**src/rtl/frc_pkg.sv**
```systemverilog
package frc_pkg;
  // register byte offsets on the bus
  localparam logic [7:0] CTRL_OFF = 8'h00;
  localparam logic [7:0] COUNT_OFF = 8'h04;
  localparam logic [7:0] SYSCTL_OFF = 8'h08;
  localparam logic [7:0] STATUS_OFF = 8'h0c;
  localparam logic [7:0] CMD_OFF = 8'h10;
  // control register field positions
  localparam int IRQ_EDGE_BIT = 7;
  localparam int GIE_BIT = 6;
  localparam int SRC_BIT = 5;
  localparam int CNT_EDGE_BIT = 4;
  localparam int PRE_EN_BIT = 3;
  // system control field position
  localparam int CLK_SEL_BIT = 6;
  // command register bits
  localparam int CMD_ENI_BIT = 0;
  localparam int CMD_DISABLE_IRQ_INSTR_BIT = 1;
  localparam int CMD_RETURN_FROM_IRQ_INSTR_BIT = 2;
  // status register bits
  localparam int ST_OVF_BIT = 0;
  localparam int ST_EXT_BIT = 1;
  // reset values
  localparam logic [7:0] CTRL_RST = 8'h00;
  localparam logic [7:0] COUNT_RST = 8'h00;
  localparam logic [7:0] SYSCTL_RST = 8'h40;
  // instruction cycle ends when ic_cnt reaches this, so it lasts four ticks
  localparam logic [1:0] INSTR_CYC_DIV = 2'h3;
endpackage : frc_pkg

```
**src/rtl/frc_top.sv**
```systemverilog
// The AHB-Lite interface to the registers and the placing of the registers were chosen for this implementation.
`timescale 1ns/100ps
// How it works
// control register read/write, bit six read-only
// bit seven picks interrupt pin edge
// enable flag set by eni/return_from_irq_instr, cleared by disable_irq_instr or interrupt accept
// bit five picks instruction clock or pin
// bit four picks count pin edge
// prescaler off gives one count per event
// ratio code gives divide by two^(code+1)
// timeout after 256 minus loaded count
// counter clock from main or sub oscillator
// clock select: zero sub, one main default
// eight-bit up-counter wraps, sets overflow flag
// pins synchronised, one event per edge
module frc_top (
  // clock and reset
  input wire logic clk_in,
  input wire logic rst_n_in,
  // oscillator enables, one-cycle pulses
  input wire logic main_osc_tick_in,
  input wire logic sub_osc_tick_in,
  // pins
  input wire logic count_pin_in,
  input wire logic ext_irq_pin_in,
  // core interrupt accept pulse
  input wire logic irq_accept_in,
  // ahb-lite slave
  input wire logic hsel_in,
  input wire logic [31:0] haddr_in,
  input wire logic [1:0] htrans_in,
  input wire logic hwrite_in,
  input wire logic [2:0] hsize_in,
  input wire logic [31:0] hwdata_in,
  input wire logic hready_in,
  output logic [31:0] hrdata_out,
  output logic hreadyout_out,
  output logic hresp_out,
  // events
  output logic overflow_out,
  output logic ext_irq_out,
  output logic gie_out
);
  ////////////////////////////////////////////////////////////////////////////
  logic rst_s1;
  logic rst_n;
  // reset released through two flops
  always_ff @(posedge clk_in or negedge rst_n_in) begin
    if (!rst_n_in) begin
      rst_s1 <= 1'b0;
      rst_n <= 1'b0;
    end else begin
      rst_s1 <= 1'b1;
      rst_n <= rst_s1;
    end
  end

  ////////////////////////////////////////////////////////////////////////////
  logic [7:0] ctrl;
  logic [7:0] count;
  logic [7:0] sysctl;
  logic gie;
  logic ovf_flag;
  logic ext_flag;
  logic [7:0] pre_cnt;
  logic [1:0] ic_cnt;
  logic [31:0] rdata;
  logic ph_wr;
  logic ph_rd;
  logic [7:0] ph_addr;
  logic [7:0] next_ctrl;
  logic [7:0] next_count;
  logic [7:0] next_sysctl;
  logic next_gie;
  logic next_ovf_flag;
  logic next_ext_flag;
  logic [7:0] next_pre_cnt;
  logic [1:0] next_ic_cnt;
  logic [31:0] next_rdata;
  logic next_ph_wr;
  logic next_ph_rd;
  logic [7:0] next_ph_addr;
  logic tick;
  logic ic_tick;
  logic pin_ev;
  logic irq_ev;
  logic src_ev;
  logic [7:0] pre_mask;
  logic adv;
  logic wr_ctrl;
  logic wr_count;
  logic wr_sys;
  logic wr_cmd;
  logic wr_status;
  logic addr_ok;

  // counter clock chosen by system control bit
  assign tick = sysctl[frc_pkg::CLK_SEL_BIT] ? main_osc_tick_in : sub_osc_tick_in;
  // instruction cycle divides the counter clock
  assign ic_tick = tick && (ic_cnt == frc_pkg::INSTR_CYC_DIV);

  frc_edge_det u_cnt_edge (
    .clk_in(clk_in),
    .rst_n_in(rst_n),
    .en_in(tick),
    .pin_in(count_pin_in),
    .falling_in(ctrl[frc_pkg::CNT_EDGE_BIT]),
    .event_out(pin_ev)
  );

  frc_edge_det u_irq_edge (
    .clk_in(clk_in),
    .rst_n_in(rst_n),
    .en_in(tick),
    .pin_in(ext_irq_pin_in),
    .falling_in(ctrl[frc_pkg::IRQ_EDGE_BIT]),
    .event_out(irq_ev)
  );

  // source select: pin edges or instruction cycles
  assign src_ev = ctrl[frc_pkg::SRC_BIT] ? pin_ev : ic_tick;
  // mask of 2^(code+1)-1; all masked prescaler bits set marks the last event
  assign pre_mask = 8'((9'h2 << ctrl[2:0]) - 9'h1);
  assign adv = src_ev && (!ctrl[frc_pkg::PRE_EN_BIT] || ((pre_cnt & pre_mask) == pre_mask));

  ////////////////////////////////////////////////////////////////////////////
  // bus decode: writes land in the data phase
  assign addr_ok = (ph_addr == frc_pkg::CTRL_OFF) || (ph_addr == frc_pkg::COUNT_OFF) ||
                   (ph_addr == frc_pkg::SYSCTL_OFF) || (ph_addr == frc_pkg::STATUS_OFF) ||
                   (ph_addr == frc_pkg::CMD_OFF);
  assign wr_ctrl = ph_wr && (ph_addr == frc_pkg::CTRL_OFF);
  assign wr_count = ph_wr && (ph_addr == frc_pkg::COUNT_OFF);
  assign wr_sys = ph_wr && (ph_addr == frc_pkg::SYSCTL_OFF);
  assign wr_status = ph_wr && (ph_addr == frc_pkg::STATUS_OFF);
  assign wr_cmd = ph_wr && (ph_addr == frc_pkg::CMD_OFF);

  // next state of registers and counter
  always_comb begin
    next_ph_wr = hsel_in && hready_in && htrans_in[1] && hwrite_in;
    next_ph_rd = hsel_in && hready_in && htrans_in[1] && !hwrite_in;
    next_ph_addr = (hsel_in && hready_in) ? haddr_in[7:0] : ph_addr;
    next_ic_cnt = tick ? ic_cnt + 2'h1 : ic_cnt;
    next_pre_cnt = src_ev ? pre_cnt + 8'h1 : pre_cnt;
    // bit six is kept out of software writes
    next_ctrl = wr_ctrl ? {hwdata_in[7], 1'b0, hwdata_in[5:0]} : ctrl;
    next_sysctl = wr_sys ? {1'b0, hwdata_in[6], 6'h00} : sysctl;
    // wraps 255 to 0 after 256 - load advances
    next_count = adv ? count + 8'h1 : count; // see
    if (wr_count) begin
      next_count = hwdata_in[7:0];
      next_pre_cnt = 8'h00;
    end
    if (wr_ctrl) begin
      next_pre_cnt = 8'h00;
    end
    // accept clears, command bits set or clear; accept has priority
    next_gie = gie;
    if (wr_cmd && (hwdata_in[frc_pkg::CMD_ENI_BIT] || hwdata_in[frc_pkg::CMD_RETURN_FROM_IRQ_INSTR_BIT])) begin
      next_gie = 1'b1;
    end
    if ((wr_cmd && hwdata_in[frc_pkg::CMD_DISABLE_IRQ_INSTR_BIT]) || irq_accept_in) begin
      next_gie = 1'b0;
    end
    // write-one-to-clear, a new event beats the clear
    next_ovf_flag = (ovf_flag && !(wr_status && hwdata_in[frc_pkg::ST_OVF_BIT])) ||
                    (adv && count == 8'hff);
    next_ext_flag = (ext_flag && !(wr_status && hwdata_in[frc_pkg::ST_EXT_BIT])) || irq_ev;
    next_rdata = 32'h0;
    if (next_ph_rd) begin
      unique case (haddr_in[7:0])
        frc_pkg::CTRL_OFF: next_rdata = {24'h0, ctrl[7], gie, ctrl[5:0]};
        frc_pkg::COUNT_OFF: next_rdata = {24'h0, count};
        frc_pkg::SYSCTL_OFF: next_rdata = {24'h0, sysctl};
        frc_pkg::STATUS_OFF: next_rdata = {30'h0, ext_flag, ovf_flag};
        default: next_rdata = 32'h0;
      endcase
    end
  end

  always_ff @(posedge clk_in or negedge rst_n) begin
    if (!rst_n) begin
      ctrl <= frc_pkg::CTRL_RST;
      count <= frc_pkg::COUNT_RST;
      sysctl <= frc_pkg::SYSCTL_RST;
      gie <= 1'b0;
      ovf_flag <= 1'b0;
      ext_flag <= 1'b0;
      pre_cnt <= 8'h00;
      ic_cnt <= 2'h0;
      rdata <= 32'h0;
      ph_wr <= 1'b0;
      ph_rd <= 1'b0;
      ph_addr <= 8'h00;
    end else begin
      ctrl <= next_ctrl;
      count <= next_count;
      sysctl <= next_sysctl;
      gie <= next_gie;
      ovf_flag <= next_ovf_flag;
      ext_flag <= next_ext_flag;
      pre_cnt <= next_pre_cnt;
      ic_cnt <= next_ic_cnt;
      rdata <= next_rdata;
      ph_wr <= next_ph_wr;
      ph_rd <= next_ph_rd;
      ph_addr <= next_ph_addr;
    end
  end

  // zero-wait slave, always okay
  assign hrdata_out = rdata;
  assign hreadyout_out = 1'b1;
  assign hresp_out = 1'b0;
  assign overflow_out = ovf_flag;
  assign ext_irq_out = ext_flag;
  assign gie_out = gie;

  ////////////////////////////////////////////////////////////////////////////
  // checks
  gie_ro_a: assert property (@(posedge clk_in) disable iff (!rst_n)
    wr_ctrl && !wr_cmd && !irq_accept_in |=> gie == $past(gie))
    else $error("control write changed enable flag");
  gie_clr_a: assert property (@(posedge clk_in) disable iff (!rst_n)
    irq_accept_in |=> !gie)
    else $error("enable flag not cleared on accept");
  gie_set_a: assert property (@(posedge clk_in) disable iff (!rst_n)
    wr_cmd && hwdata_in[0] && !hwdata_in[1] && !irq_accept_in |=> gie)
    else $error("enable flag not set");
  no_pre_a: assert property (@(posedge clk_in) disable iff (!rst_n)
    src_ev && !ctrl[3] && !wr_count |=> count == $past(count) + 8'h1)
    else $error("unprescaled source did not advance");
  pre_hold_a: assert property (@(posedge clk_in) disable iff (!rst_n)
    src_ev && ctrl[3] && pre_cnt[0] == 1'b0 && !wr_count |=> count == $past(count))
    else $error("prescaler let an early event through");
  wrap_a: assert property (@(posedge clk_in) disable iff (!rst_n)
    adv && count == 8'hff && !wr_count |=> count == 8'h00 && ovf_flag)
    else $error("wrap did not set overflow");
  src_sel_a: assert property (@(posedge clk_in) disable iff (!rst_n)
    ctrl[5] && !pin_ev |-> !adv)
    else $error("counted without pin edge");
  clk_sel_a: assert property (@(posedge clk_in) disable iff (!rst_n)
    !sysctl[6] && !sub_osc_tick_in |-> !pin_ev && !irq_ev)
    else $error("edge seen without selected tick");
  unmap_rd_a: assert property (@(posedge clk_in) disable iff (!rst_n)
    ph_rd && !addr_ok |-> hrdata_out == 32'h0)
    else $error("unmapped read returned data");
endmodule : frc_top

```
**src/rtl/frc_edge_det.sv**
```systemverilog
`timescale 1ns/100ps
// two-stage synchroniser with edge select, advanced only on clock enable
module frc_edge_det (
  // clock and reset
  input wire logic clk_in,
  input wire logic rst_n_in,
  input wire logic en_in,
  // pin and edge choice
  input wire logic pin_in,
  input wire logic falling_in,
  // result
  output logic event_out
);
  logic sync1;
  logic sync2;
  logic prev;
  logic next_sync1;
  logic next_sync2;
  logic next_prev;

  // first stage only feeds second stage
  always_comb begin
    next_sync1 = en_in ? pin_in : sync1;
    next_sync2 = en_in ? sync1 : sync2;
    next_prev = en_in ? sync2 : prev;
  end

  always_ff @(posedge clk_in or negedge rst_n_in) begin
    if (!rst_n_in) begin
      sync1 <= 1'b0;
      sync2 <= 1'b0;
      prev <= 1'b0;
    end else begin
      sync1 <= next_sync1;
      sync2 <= next_sync2;
      prev <= next_prev;
    end
  end

  // one event per selected edge
  assign event_out = en_in && (falling_in ? (prev && !sync2) : (!prev && sync2));
endmodule : frc_edge_det

```
**config.mk**
```make
export PLATFORM = sky130hd
export DESIGN_NAME = frc_top
export DESIGN_NICKNAME = d
export VERILOG_FILES = /design/src/rtl/frc_pkg.sv /design/src/rtl/frc_top.sv /design/src/rtl/frc_edge_det.sv
export SDC_FILE = /design/constraint.sdc
export NUM_CORES = 1
export LEC_CHECK = 0
export BUFFER_PORTS_ARGS = -buffer_cell sky130_fd_sc_hd__buf_4
export CORE_AREA = 2 2 91 67
export CTS_BUF_LIST = sky130_fd_sc_hd__clkbuf_8
export CTS_CLUSTER_SIZE = 8
export DETAILED_ROUTE_END_ITERATION = 10
export DIE_AREA = 0 0 93 69
export PLACE_DENSITY = 0.92
export SLEW_MARGIN = 25
export SYNTH_ARGS = -nofsm -noshare
export SYNTH_HDL_FRONTEND = slang
export SYNTH_SLANG_ARGS = --single-unit
```
**constraint.sdc**
```tcl
create_clock -name clk_in -period 4.2 [get_ports clk_in]
set_input_delay 0.42 -clock clk_in [delete_from_list [all_inputs] [get_ports clk_in]]
set_output_delay 0.42 -clock clk_in [all_outputs]
set_load 0.02 [all_outputs]
```
# Yosys cells after proc, flatten, opt, wreduce, memory -nomap -nowiden
# Cells that the tools add are included.
[word_totals]
word_cells = 90
ff_bits = 78
[op_classes]
addsub = 4
eq_ne = 10
n_reduce_logical = 42
bitwise_logic = 1
shifts = 1
muxes = 13
[op_table]
columns = ["operator", "count"]
rows = [
  ["2-to-1 mux 8 bit", 6],
  ["== test 8 x 4 -> 1 bit (second input constant)", 4],
  ["one-hot mux 8 bit (4 select lines)", 1],
  ["logical AND 1 bit", 24],
  ["adder 8 x 1 -> 8 bit (second input constant)", 2],
  ["== test 8 x 3 -> 1 bit (second input constant)", 2],
  ["logical NOT 8 bit", 2],
  ["bitwise AND 8 bit", 1],
  ["== test 8 x 5 -> 1 bit (second input constant)", 1],
  ["== test 8 bit", 1],
  ["== test 8 bit (second input constant)", 1],
  ["logical NOT 1 bit", 8],
  ["left shift 2 x 3 -> 8 bit (first input constant)", 1],
  ["subtractor 8 x 1 -> 8 bit (second input constant)", 1],
  ["2-to-1 mux 1 bit", 6],
  ["logical OR 1 bit", 5],
  ["nonzero test 2 bit", 2],
  ["nonzero test 3 bit", 1],
  ["adder 2 x 1 -> 2 bit (second input constant)", 1],
  ["== test 2 bit (second input constant)", 1],
]

# Longest topological paths before layout
# Gate-level depths: netlist (run 1).
[depth]
depth_word = 8
ltp_mapped = 11
mapped_depth_nobuf = 9

# Hierarchy
# Synthesis (run 1) repeated with hierarchy kept, for this count alone.
[unflattened]
cells_unflattened = 275
hier_area_um2 = 2884.0
[modules_own_cells]
columns = ["mod", "n_inst", "cells_each", "area_each_um2", "seq_area_each_um2"]
rows = [
  ["frc_top", 1, 257, 2618.8, 1202.4],
  ["frc_edge_det", 2, 9, 132.6, 75.1],
]

# Worst setup path before layout (run 1)
# No wires, ideal clock.
[synth_path]
path_kind = "flip-flop to flip-flop"
startpoint = "register ctrl[1]"
endpoint = "register count[1]"
arrival_time_ns = 2.518
stages_incl_launch_ff = 12
path_buffers = 2
slack_ns = 1.546
setup_time_ns = 0.137
required_ns = 4.063
cell_sequence = "dfrtp_1 buf_4 nor2_1 nand2_1 ha_1 nor3b_2 a311o_1 a2111o_1 a211oi_2 buf_6 mux2i_1 a21oi_1"
[synth_via]
elab_chain_cells = 7
[synth_rtl]
columns = ["element", "line", "text"]
rows = [
  ["start: declaration", "frc_top.sv:59", "logic [7:0] ctrl;"],
  ["start signal: assignment", "frc_top.sv:182", "ctrl <= frc_pkg::CTRL_RST;"],
  ["start signal: assignment", "frc_top.sv:195", "ctrl <= next_ctrl;"],
  ["left shift 2 x 3 -> 8 bit (*)", "frc_top.sv:123", "assign pre_mask = 8'((9'h2 << ctrl[2:0]) - 9'h1);"],
  ["subtractor 8 x 1 -> 8 bit (*)", "frc_top.sv:123", ""],
  ["bitwise AND 8 bit", "frc_top.sv:124", "assign adv = src_ev && (!ctrl[frc_pkg::PRE_EN_BIT] || ((pre_cnt & pre_mask) == pre_mask));"],
  ["== test 8 bit (*)", "frc_top.sv:124", ""],
  ["logical OR 1 bit (*)", "frc_top.sv:124", ""],
  ["logical AND 1 bit (*)", "frc_top.sv:124", ""],
  ["nonzero test 2 bit (no source line) (*)", "-", ""],
  ["end signal: assignment", "frc_top.sv:183", "count <= frc_pkg::COUNT_RST;"],
  ["end signal: assignment", "frc_top.sv:196", "count <= next_count;"],
  ["end: declaration", "frc_top.sv:60", "logic [7:0] count;"],
]
# Mark *: on every way between the ends. The rest lies on a longest branch, timed or not.
# A chain may end at the register's enable or synchronous reset.

# Worst setup path in the final report (run 1)
[layout_path]
startpoint = "register ctrl[1]"
endpoint = "register count[5]"
# Same word-level chain as after synthesis.

==> parameters.txt, run 1 <==
Parameter                              Value

Yosys
  Post-synthesis instance area ... between 2000 and 3000 um2
  Largest cells by area after synthesis ... dfrtp_1 46%, mux2_2 8.2%, buf_4 7.0%
  Prevailing post-synth register cell ... dfrtp_1
  Number of unique standard cell types used by synthesis ... 55
  Seq/Total Area, Yosys ... between 40% and 50%
  Top cell type by total area after synthesis ... dfrtp_1
  Synthesized-area fraction occupied by ao, oa, aoi and oai cells ... slightly above 8%
  Average cell area after synthesis ... approximately 11 um2
  Largest family of logic cells by synthesized area ... simple AND/OR/NAND/NOR gates
  Post-Syn Instances ... 273
  Post-synthesis share of cell area spent on xor and xnor gates ... under 10%
  Number of enable-type register cells in the synthesized netlist ... 0
  Share of the synthesized area in the top cell type ... 46.0%
  Cell with the most instances after synthesis ... dfrtp_1
  Most instantiated cells after synthesis ... 53 x dfrtp_1, 29 x nor2_1, 27 x buf_4
  Share of synthesized cell area in full adder, half adder and majority cells ... approximately 1.7%
  Share of flip-flops with an asynchronous set or reset after synthesis ... 100%
  Flip-flop and latch count after synthesis ... between 50 and 60
  Post-synthesis simple-gate area fraction ... 17.6%
  Number of synthesis warnings ... 0
  Multiplexer share of the synthesized area ... 13.2%

Die
  Standard cell core area ... approximately 5500 um2
  Die height ... slightly below 70 um
  I/O pins ... between 100 and 150
  Die Outline Area ... ~6400 um2
  Effective utilization at floorplan ... a little over half
  Std-Cell Rows ... 23
  Horizontal die dimension ... 93 um

Detailed routing
  DR iter-0 viols ... between 80 and 90
  Ratio of routed vias to standard cells ... roughly 5.2
  Pre-Repair DR Iteration Count ... 4
  Via total after detailed routing ... ~2000
  Average routed wire per standard cell ... 14.6 um
  Post-route antenna net violation count ... 0
  Routed wire length ... about 5600 um
  DRC viols ... 0

Pwr
  Clk pwr share ... 24.7%
  Cell-internal power ... 0.965 mW
  Part of the total power dissipated in combinational logic ... between 20% and 30%
  Leakage dissipation ... ~1.5 nW
  Flop pwr share ... 50.3%
  Worst vdd rail ir drop ... 0.246 mV
  Switch share ... roughly 32%
  Reported net switching power ... between 0.4 and 0.5 mW
  Total power density per cell area ... around 440 nW/um2

Placed design
  Post-DP Area ... 3120 um2
  Dpl hpwl ... 4130 um
  RD Place Congestion ... a little over 0.8
  Cell total after placement ... roughly 380
  Post-place setup slack ... 757 ps
  Input/output buffers ... 37

CTS
  Clk sinks ... 54
  CTS tree ... built
  Post-cts repair resize count ... 0
  Clock network latency to the later pin of the worst-skew pair ... around 310 ps
  CTS Root Cell ... clkbuf_8
  Clock Pin Slew Worst Setup and Hold Paths ... approximately 100 ps
  H-tree Lvls ... 2
  Max Root-Sink Buffers ... 2
  Clock buffers created by TritonCTS ... 5

Global route
  Sum of overflow across all layers after global routing ... 0
  Initial antenna violation count ... 0
  Vias in the first global route ... slightly below 2000
  Global-route wire length before repair ... 9600 um
  GRT Overall Usage ... a little under a fifth
  Maximum number of pins on one net before global-route repair ... 53

Setup path
  R2R Path End ... count[5]
  Endpoint kind of the worst setup timing path ... flop
  Cell class contributing the biggest share of worst-path delay ... compound AO/OA/AOI/OAI gates
  Required time at the worst-slack endpoint ... 4400 ps
  Longest individual stage delay on the worst path ... 830 ps
  WS Path Type ... reg2reg
  Worst-path cell chain ... nor2_1 > nand2_1 > ha_1 > nor3b_2 > a311o_1 > a2111o_1 > a211oi_2 > a21boi_0 > o31a_1
  Kind of start point of the critical path ... flop
  Critical Path Slowest Stage Cell ... a211oi_2
  Number of buffers and inverters on the critical path ... 0
  Worst reg-to-reg setup slack ... 680 ps
  Crit. Startpoint ... ctrl[1]
  Crit path capture ... count[5]
  Critical path depth in cells ... 9
  Arrival time of the worst setup path ... about 3700 ps
  Depth of the worst register-to-register path ... 9
  Start of the worst register-to-register path ... ctrl[1]
  Top fanout value on the critical path ... 12

STA
  Worst slew slack as a fraction of its limit ... 35.0%
  Worst-margin pin slew ... 974 ps
  Fin crit share ... between 80% and 90%
  Final setup vio count ... 0
  Upper clock frequency limit ... ~280 MHz
  Setup TNS ... 0 ps
  Number of max-slew violations in the final report ... 0
  Fin worst setup slack ... just under 700 ps
  Unrepaired setup endpoints after global routing ... false
  Final-report hold violation count ... 0
  Post-route minimum period ... 3520 ps
  Setup Skew ... ~8.5 ps

Finish
  Number of nets in the layout ... a little under 400
  Proportion of layout cells with a drive suffix above 1 ... roughly a quarter
  Area Growth Syn to Fin ... 12.5%
  Non-Filler Cell Area, Final ... roughly 3200 um2
  Filler Cells Inserted ... 476
  Number of antenna diodes ... 0
  Number of cells in the finished layout apart from fillers ... approximately 390

Run status
  Result of the run ... complete, no violations

Run
  Reported max-cap violation count ... 0

Min path
  Min-delay worst type ... in2reg
  Hold path startpoint ... irq_accept_in
per-layer routing:
layer	vias to the layer above	wire length, um	track usage, %
met5	-	0	0
met4	0	70	5.72
met3	7	229	3.50
met2	51	2710	28.1
met1	996	2620	28.1
li1	968	-	-
layout make-up:
class                      count  area [um2]  share of cell area, %
sequential                    54        1360                   41.9
tap                           75        93.8                   2.90
multi-input combinational    204        1360                   42.0
inverter                       6        22.5                  0.695
clock inverter                 3        42.5                   1.31
timing repair buffer          39         295                   9.12
clock buffer                   5        68.8                   2.12
cell families (layout without fill, tap and decap cells):
family / count (synthesis) / after routing
xor gates and xnor gates: 10 / 10
and+or+nand+nor: 99 / 99
adders and majority gates: 4 / 4
AOI/OAI and AO/OA: 29 / 29
other: 2 / 27
buffers and inverters: 40 / 53
DFF: 54 / 54
muxes: 35 / 35
power by group through the flow:
stage	Sequential [mW]	Combinational [mW]	Clock (mW)
after floorplan	0.695	0.302	0
after global placement	0.716	0.332	0
after detailed placement	0.725	0.352	0
after CTS	0.716	0.357	0.356
after global routing	0.734	0.401	0.380
final	0.717	0.357	0.352
placed cells by master (no fill, tap or decap), drive strengths merged, types with 2 or more instances in the layout:
cell type   n
a21oi       5
a31oi       4
and2        5
and3        2
buf        38
clkbuf      5
conb       27
dfrtp      53
ha          4
inv         7
mux2       21
mux2i      14
nand2      20
nand2b      7
nand3       8
nand3b      2
nand4       5
nor2       29
nor2b       3
nor3        3
nor3b       4
nor4        3
nor4b       2
o21ai       4
or2         2
xnor2       5
xor2        5
sequential cells by signal (all words and copies together) (netlist names):
register          flops
ext_irq_out           1
u_irq_edge.sync1      1
u_cnt_edge.prev       1
overflow_out          1
sysctl                1
u_irq_edge.sync2      1
ic_cnt                2
ph_addr               8
rst_s1                1
u_irq_edge.prev       1
hrdata_out            8
ph_wr                 1
u_cnt_edge.sync1      1
rst_n                 1
gie_out               1
count                 8
pre_cnt               8
u_cnt_edge.sync2      1
ctrl                  7
per-stage QoR:
step                      util [%]  power (mW)  hold slack [ps]
after floorplan                  -       0.997              124
after global placement        56.4        1.05              203
after detailed placement      56.4        1.08              204
after CTS                     58.6        1.43              242
after global routing          58.6        1.51              241
final                         58.6        1.43              248
what timing repair did:
| item | 4_1_cts | 5_1_grt |
|---|---|---|
| endpoints found under the hold margin | 2 | 0 |
| hold buffers | 1 | 0 |
| setup buffers | 0 | 0 |
worst min-delay path by stage:
stage,to,slack [ps],cells past startpoint
2_1_floorplan,rst_n,120,0
3_3_place_gp,rst_s1,200,1
3_5_place_dp,rst_s1,200,1
4_1_cts,gie_out,240,2
5_1_grt,gie_out,240,2
6_report,gie_out,250,2
Note: power is estimated with default switching activity, not from simulation.
==> run 2: changes to the inputs <==
- CORE_AREA: 2 2 91 67 -> 2 2 99 72
- DIE_AREA: 0 0 93 69 -> 0 0 101 74
- PLACE_DENSITY: 0.92 -> 0.84
- clock period: 4.2 -> 3 ns (I/O delays scaled with it)
==> parameters.txt, run 2 (synthesis gave the netlist of run 1 again) <==
Parameter                              Value

STA
  Final setup vio count ... 0 (unchanged)
  Worst-margin pin slew ... 794 ps (-180 ps)
  Worst slew slack as a fraction of its limit ... 47.1% (+12 points)
  Post-route worst hold slack ... 134 ps (-114 ps)
  Fin crit share ... 93.8% (+10 points)
  Final-report hold violation count ... 0 (unchanged)
  Post-route minimum period ... 2810 ps (-701 ps)
  Setup Skew ... 12.2 ps (+3.68 ps)
  Fin worst setup slack ... 186 ps (-499 ps)
  Number of max-slew violations in the final report ... 0 (unchanged)
  Unrepaired setup endpoints after global routing ... false
  Upper clock frequency limit ... 355 MHz (+25%)
  Setup TNS ... 0 ps (unchanged)

Run status
  Result of the run ... complete, no violations

CTS
  Clock Pin Slew Worst Setup and Hold Paths ... 100 ps (about the same)
  Clk sinks ... 54 (unchanged)
  Post-CTS Setup Bufs ... 0 (unchanged)
  Clock network latency to the later pin of the worst-skew pair ... 320 ps (about the same)
  CTS tree ... built
  CTS Root Cell ... clkbuf_8
  Max Root-Sink Buffers ... 2 (unchanged)
  Clock buffers created by TritonCTS ... 5 (unchanged)
  H-tree Lvls ... 2 (unchanged)

Finish
  Number of antenna diodes ... 0 (unchanged)
  Proportion of layout cells with a drive suffix above 1 ... 26.5% (+1.7 points)
  Top library cells by usage in the layout, fill and taps aside ... 52 x dfrtp_1, 44 x buf_4, 29 x nor2_1, 27 x conb_1, 21 x mux2_2
  Area Growth Syn to Fin ... 14.1%
  Non-Filler Cell Area, Final ... 3290 um2 (+1.4%)
  Core utilization of the finished layout ... 50.0% (-8.6 points)
  Number of cells in the finished layout apart from fillers ... 398 (+3.1%)
  Number of nets in the layout ... 399 (+1.5%)
  Most common cell after layout, fill and taps aside ... dfrtp_1

Die
  Die height ... 74 um (+7.2%)
  Std-Cell Rows ... 25 (+8.7%)
  Die Outline Area ... 7470 um2 (+16%)
  Horizontal die dimension ... 101 um (+8.6%)
  Effective utilization at floorplan ... 43.8% (-8.3 points)
  Standard cell core area ... 6570 um2 (+19%)
  I/O pins ... 116 (unchanged)

Global route
  Global-route met2 utilization ... 22.4% (-5.7 points)
  Vias in the first global route ... 1837 (-5.2%)
  GR Layer Usage met1 ... 23.5% (-4.6 points)
  GR Util met3 ... 3.76% (+0.26 points)
  Global-route wire length before repair ... 8900 um (-7.3%)
  Busiest metal layer after global routing ... met1
  Sum of overflow across all layers after global routing ... 0 (unchanged)
  Initial antenna violation count ... 0 (unchanged)
  GRT Overall Usage ... 15.5% (-3.3 points)
  Maximum number of pins on one net before global-route repair ... 38 (-28%)

Placed design
  Post-DP Area ... 3170 um2 (+1.6%)
  Dpl hpwl ... 4130 um (about the same)
  Cell total after placement ... 389 (+3.2%)
  Post-place setup slack ... 170 ps (-587 ps)
  Input/output buffers ... 37 (unchanged)
  RD Place Congestion ... 0.844 (+2.3%)

Detailed routing
  Ratio of routed vias to standard cells ... 5.09 (-2.9%)
  DR iter-0 viols ... 126 (+50%)
  Routed wire length ... 5520 um (-2.0%)
  Via total after detailed routing ... 2025 (+0.15%)
  Post-route antenna net violation count ... 0 (unchanged)
  Average routed wire per standard cell ... 13.9 um (-5.0%)
  DRC viols ... 0 (unchanged)
  Pre-Repair DR Iteration Count ... 4 (unchanged)

Pwr
  Overall power consumption ... 1.95 mW (+37%)
  Total power density per cell area ... 594 nW/um2 (+35%)
  Worst vdd rail ir drop ... 0.221 mV (-10%)
  Leakage dissipation ... 1.49 nW (+1.5%)

Setup path
  WS Path Type ... reg2reg
  Top fanout value on the critical path ... 7 (-5)
  Endpoint kind of the worst setup timing path ... flop
  Arrival time of the worst setup path ... 3020 ps (-700 ps)
  Required time at the worst-slack endpoint ... 3210 ps (-1190 ps)
  Kind of start point of the critical path ... flop

Min path
  Min-delay worst type ... in2reg

Run
  Reported max-cap violation count ... 0 (unchanged)
==> run 2: cell types whose count changed in the layout (fill, tap and decap cells not counted) <==
cell       change
buf_4          +6
a211oi_2       -1
a211oi_4       +1
bufinv_16      -1
clkbuf_8       +1
clkinv_4       +1
dfrtp_2        +1
dfrtp_4        -1
inv_1          -1
==> run 2: repair_timing <==
action                     4_1_cts  5_1_grt
hold buffers                     1        0
gates resized for setup          0        1
hold endpoints to repair         2        0
setup endpoints to repair        0        2
==> run 2: final cells by class <==
class                   instances  area (um2)
clock buffers                   6        82.6
multi-input cells             204        1370
flip-flops and latches         54        1350
clock inverters                 2        17.5
inverters                       6        22.5
well taps                      81         101
fillers                       615        3280
repair buffers                 45         340
==> run 2: routing by layer <==
layer  vias to the layer above  share of wire (%)
li1                        982                  -
met1                       978                 49
met2                        57                 44
met3                         8                6.4
met4                         0                1.0
met5                         -                  0
==> run 2: final timing paths <==
path | from | to | slack (ps) | cells after the start
worst max-delay path | ctrl[0] | count[6] | 190 | 10
worst max register to register | ctrl[0] | count[6] | 190 | 10
worst min-delay path | irq_accept_in | gie_out | 130 | 2
max in group asynchronous | rst_n | count[2] | 1920 | 1
min in group asynchronous | rst_n_in | rst_n | 290 | 2
worst min register to register | rst_n | ph_addr[3] | 360 | 0
==> run 2: power breakdown <==
part	internal, mW	switching (mW)	leakage, nW
combinational	0.266	0.253	0.779
clock	0.191	0.250	0.0514
sequential	0.852	0.140	0.659
==> run 2: worst max-delay path, cell delays in order, from the launching register on <==
cell	delay, ps
dfrtp_1	470
inv_2	130
nand2_1	60
ha_1	280
nor3b_2	180
a311o_1	310
a2111o_1	450
a211oi_4	300
buf_4	210
mux2i_1	200
nand3_1	100
==> run 3: changes to the inputs <==
- ABC_AREA: unset -> 1
- CAP_MARGIN: unset -> 20
- CORE_AREA: 2 2 99 72 -> 2 2 101 74
- DIE_AREA: 0 0 101 74 -> 0 0 103 76
- SYNTH_HIERARCHICAL: unset -> 1
==> parameters.txt, run 3 <==
Parameter                              Value

Die
  I/O pins ... 116 (unchanged)
  Standard cell core area ... 6960 um2 (+6.0%)
  Die Outline Area ... 7830 um2 (+4.7%)
  Effective utilization at floorplan ... 43.9% (about the same)
  Die height ... 76 um (+2.7%)
  Horizontal die dimension ... 103 um (+2.0%)
  Std-Cell Rows ... 26 (+4.0%)

Setup path
  Kind of start point of the critical path ... flop
  Cell class contributing the biggest share of worst-path delay ... simple AND/OR/NAND/NOR gates
  Most frequent cell on the critical path ... nand2_1
  Critical Path Slowest Stage Cell ... dfstp_2
  Required time at the worst-slack endpoint ... 3220 ps (about the same)
  Worst-path cell chain ... nand2_1 > nand2_1 > nand2_1 > nor2_1 > nand2_1 > nand2_2 > nand3_1 > o21ai_0 > nor3b_1
  Worst reg-to-reg setup slack ... 920 ps (+730 ps)
  Top fanout value on the critical path ... 17 (+10)
  Number of buffers and inverters on the critical path ... 0 (-2)
  Arrival time of the worst setup path ... 2300 ps (-720 ps)
  Longest individual stage delay on the worst path ... 570 ps (+100 ps)
  WS Path Type ... reg2reg
  Endpoint kind of the worst setup timing path ... flop

Pwr
  Cell-internal power ... 1.40 mW (+7.4%)
  Clk pwr share ... 23.2% (+0.6 points)
  Leakage dissipation ... 1.81 nW (+21%)
  Part of the total power dissipated in combinational logic ... 27.9% (+1.3 points)
  Flop pwr share ... 48.8% (-2.1 points)
  Switch share ... 35.6% (+2.7 points)
  Total power density per cell area ... 634 nW/um2 (+6.8%)
  Reported net switching power ... 0.776 mW (+21%)
  Worst vdd rail ir drop ... 0.446 mV (+100%)
  Overall power consumption ... 2.18 mW (+12%)

Yosys
  Number of unique standard cell types used by synthesis ... 34 (-38%)
  Average cell area after synthesis ... 7.74 um2 (-27%)
  Post-synthesis instance area ... 3060 um2 (+6.1%)
  Top cell type by total area after synthesis ... dfrtp_1
  Seq/Total Area, Yosys ... 44.3% (-2.7 points)
  Share of the synthesized area in the top cell type ... 43.4% (-2.6 points)
  Largest cells by area after synthesis ... dfrtp_1 43%, nand2_1 12%, inv_1 6.8%
  Cell with the most instances after synthesis ... nand2_1
  Share of flip-flops with an asynchronous set or reset after synthesis ... 100% (unchanged)
  Most instantiated cells after synthesis ... 99 x nand2_1, 55 x inv_1, 53 x dfrtp_1
  Number of synthesis warnings ... 6 (+6)
  Flip-flop and latch count after synthesis ... 54 (unchanged)
  Number of enable-type register cells in the synthesized netlist ... 0 (unchanged)
  Post-Syn Instances ... 395 (+45%)
  Prevailing post-synth register cell ... dfrtp_1

Run status
  Result of the run ... complete, no violations

Placed design
  Dpl hpwl ... 4830 um (+17%)
  RD Place Congestion ... 0.827 (-2.0%)
  Input/output buffers ... 37 (unchanged)

STA
  Number of max-slew violations in the final report ... 0 (unchanged)
  Post-route worst hold slack ... 132 ps (-1.97 ps)
  Unrepaired setup endpoints after global routing ... false
  Final setup vio count ... 0 (unchanged)
  Worst slew slack as a fraction of its limit ... 55.5% (+8.4 points)
  Setup TNS ... 0 ps (unchanged)
  Post-route minimum period ... 2080 ps (-733 ps)
  Worst-margin pin slew ... 665 ps (-128 ps)
  Fin crit share ... 69.4% (-24 points)
  Final-report hold violation count ... 0 (unchanged)
  Setup Skew ... 14.9 ps (+2.66 ps)
  Upper clock frequency limit ... 481 MHz (+35%)

Finish
  Core utilization of the finished layout ... 49.4% (-0.63 points)
  Proportion of layout cells with a drive suffix above 1 ... 14.5% (-12 points)
  Area occupied by registers ... 1360 um2 (+0.18%)
  Most common cell after layout, fill and taps aside ... nand2_1
  Area occupied by multi-input gates ... 1340 um2 (-2.1%)
  Number of antenna diodes ... 0 (unchanged)
  Area Growth Syn to Fin ... 12.5%
  Number of nets in the layout ... 515 (+29%)
  Filler Cells Inserted ... 695 (+13%)
  Top library cells by usage in the layout, fill and taps aside ... 99 x nand2_1, 56 x inv_1, 52 x dfrtp_1, 37 x buf_4, 33 x nand3_1

Detailed routing
  DRC viols ... 0 (unchanged)
  Routed wire length ... 6610 um (+20%)
  Pre-Repair DR Iteration Count ... 5 (+1)
  DR iter-0 viols ... 114 (-9.5%)
  Post-route antenna net violation count ... 0 (unchanged)
  Average routed wire per standard cell ... 12.5 um (-10%)
  Ratio of routed vias to standard cells ... 4.90 (-3.7%)
  Via total after detailed routing ... 2603 (+29%)

Global route
  Maximum number of pins on one net before global-route repair ... 53 (+39%)
  Global-route wire length before repair ... 10900 um (+23%)
  Initial antenna violation count ... 0 (unchanged)
  Vias in the first global route ... 2362 (+29%)
  GRT Overall Usage ... 17.4% (+1.9 points)
  Sum of overflow across all layers after global routing ... 0 (unchanged)

CTS
  Max Root-Sink Buffers ... 2 (unchanged)
  Clock network latency to the later pin of the worst-skew pair ... 310 ps (about the same)
  Post-CTS Setup Bufs ... 0 (unchanged)
  Clock buffers created by TritonCTS ... 5 (unchanged)
  Clk sinks ... 54 (unchanged)
  H-tree Lvls ... 2 (unchanged)
  CTS Root Cell ... clkbuf_8
  CTS tree ... built
  Clock Pin Slew Worst Setup and Hold Paths ... 100 ps (about the same)

Run
  Reported max-cap violation count ... 0 (unchanged)

Min path
  Min-delay worst type ... in2reg
==> run 3: power groups by stage <==
stage	Sequential, mW	Clock (mW)	Combinational [mW]
final	1.06	0.507	0.609
after global routing	1.09	0.547	0.689
after CTS	1.06	0.515	0.607
after detailed placement	1.08	0	0.599
after global placement	1.06	0	0.558
after floorplan	1.01	0	0.523
==> run 3: worst paths after layout <==
| path | cells after the start | from | endpoint |
|---|---|---|---|
| max | 9 | sysctl[6] | pre_cnt[6] |
| max reg2reg | 9 | sysctl[6] | pre_cnt[6] |
| min | 2 | irq_accept_in | gie_out |
| min reg2reg | 0 | rst_s1 | rst_n |
| min in group asynchronous | 2 | rst_n_in | rst_n |
| max in group asynchronous | 0 | rst_n | pre_cnt[3] |
==> run 3: stage by stage <==
step                      instance area, um2  cells  setup slack (ps)
after global routing                    3440    531               670
after CTS                               3440    531               899
after floorplan                         3150    420              1240
after global placement                  3310    522              1030
after detailed placement                3310    522               928
final                                   3440    531               919
==> run 3: logic make-up (layout without fill, tap and decap cells) <==
group | after synthesis | after routing | synth area share (%)
compound gates | 48 | 48 | 8.39
xor+xnor | 2 | 2 | 0.573
fa+ha+maj | 4 | 4 | 1.64
buf+inv | 90 | 103 | 15.0
flops | 54 | 54 | 44.3
mux | 1 | 1 | 0.369
other cells | 2 | 27 | 0.246
simple gates | 194 | 194 | 29.5
==> run 3: layout make-up <==
| cell class | count | share of cell area, % |
|---|---|---|
| timing repair buffer | 38 | 8.37 |
| sequential | 54 | 39.4 |
| inverter | 57 | 6.30 |
| clock inverter | 2 | 0.983 |
| tap | 98 | 3.57 |
| multi-input combinational | 276 | 38.9 |
| clock buffer | 6 | 2.40 |
==> run 3: metal layers <==
metal / part of all wire (%) / vias to the layer above / track usage [%]
met5: 0 / - / 0
met4: 0.38 / 0 / 3.68
met3: 7.5 / 2 / 3.49
met2: 47 / 101 / 26.3
met1: 46 / 1216 / 25.9
li1: - / 1284 / -
==> run 3: what timing repair did <==
| item | CTS | global route |
|---|---|---|
| endpoints found under the hold margin | 2 | 0 |
| hold buffers | 1 | 0 |
| resized for setup | 0 | 0 |
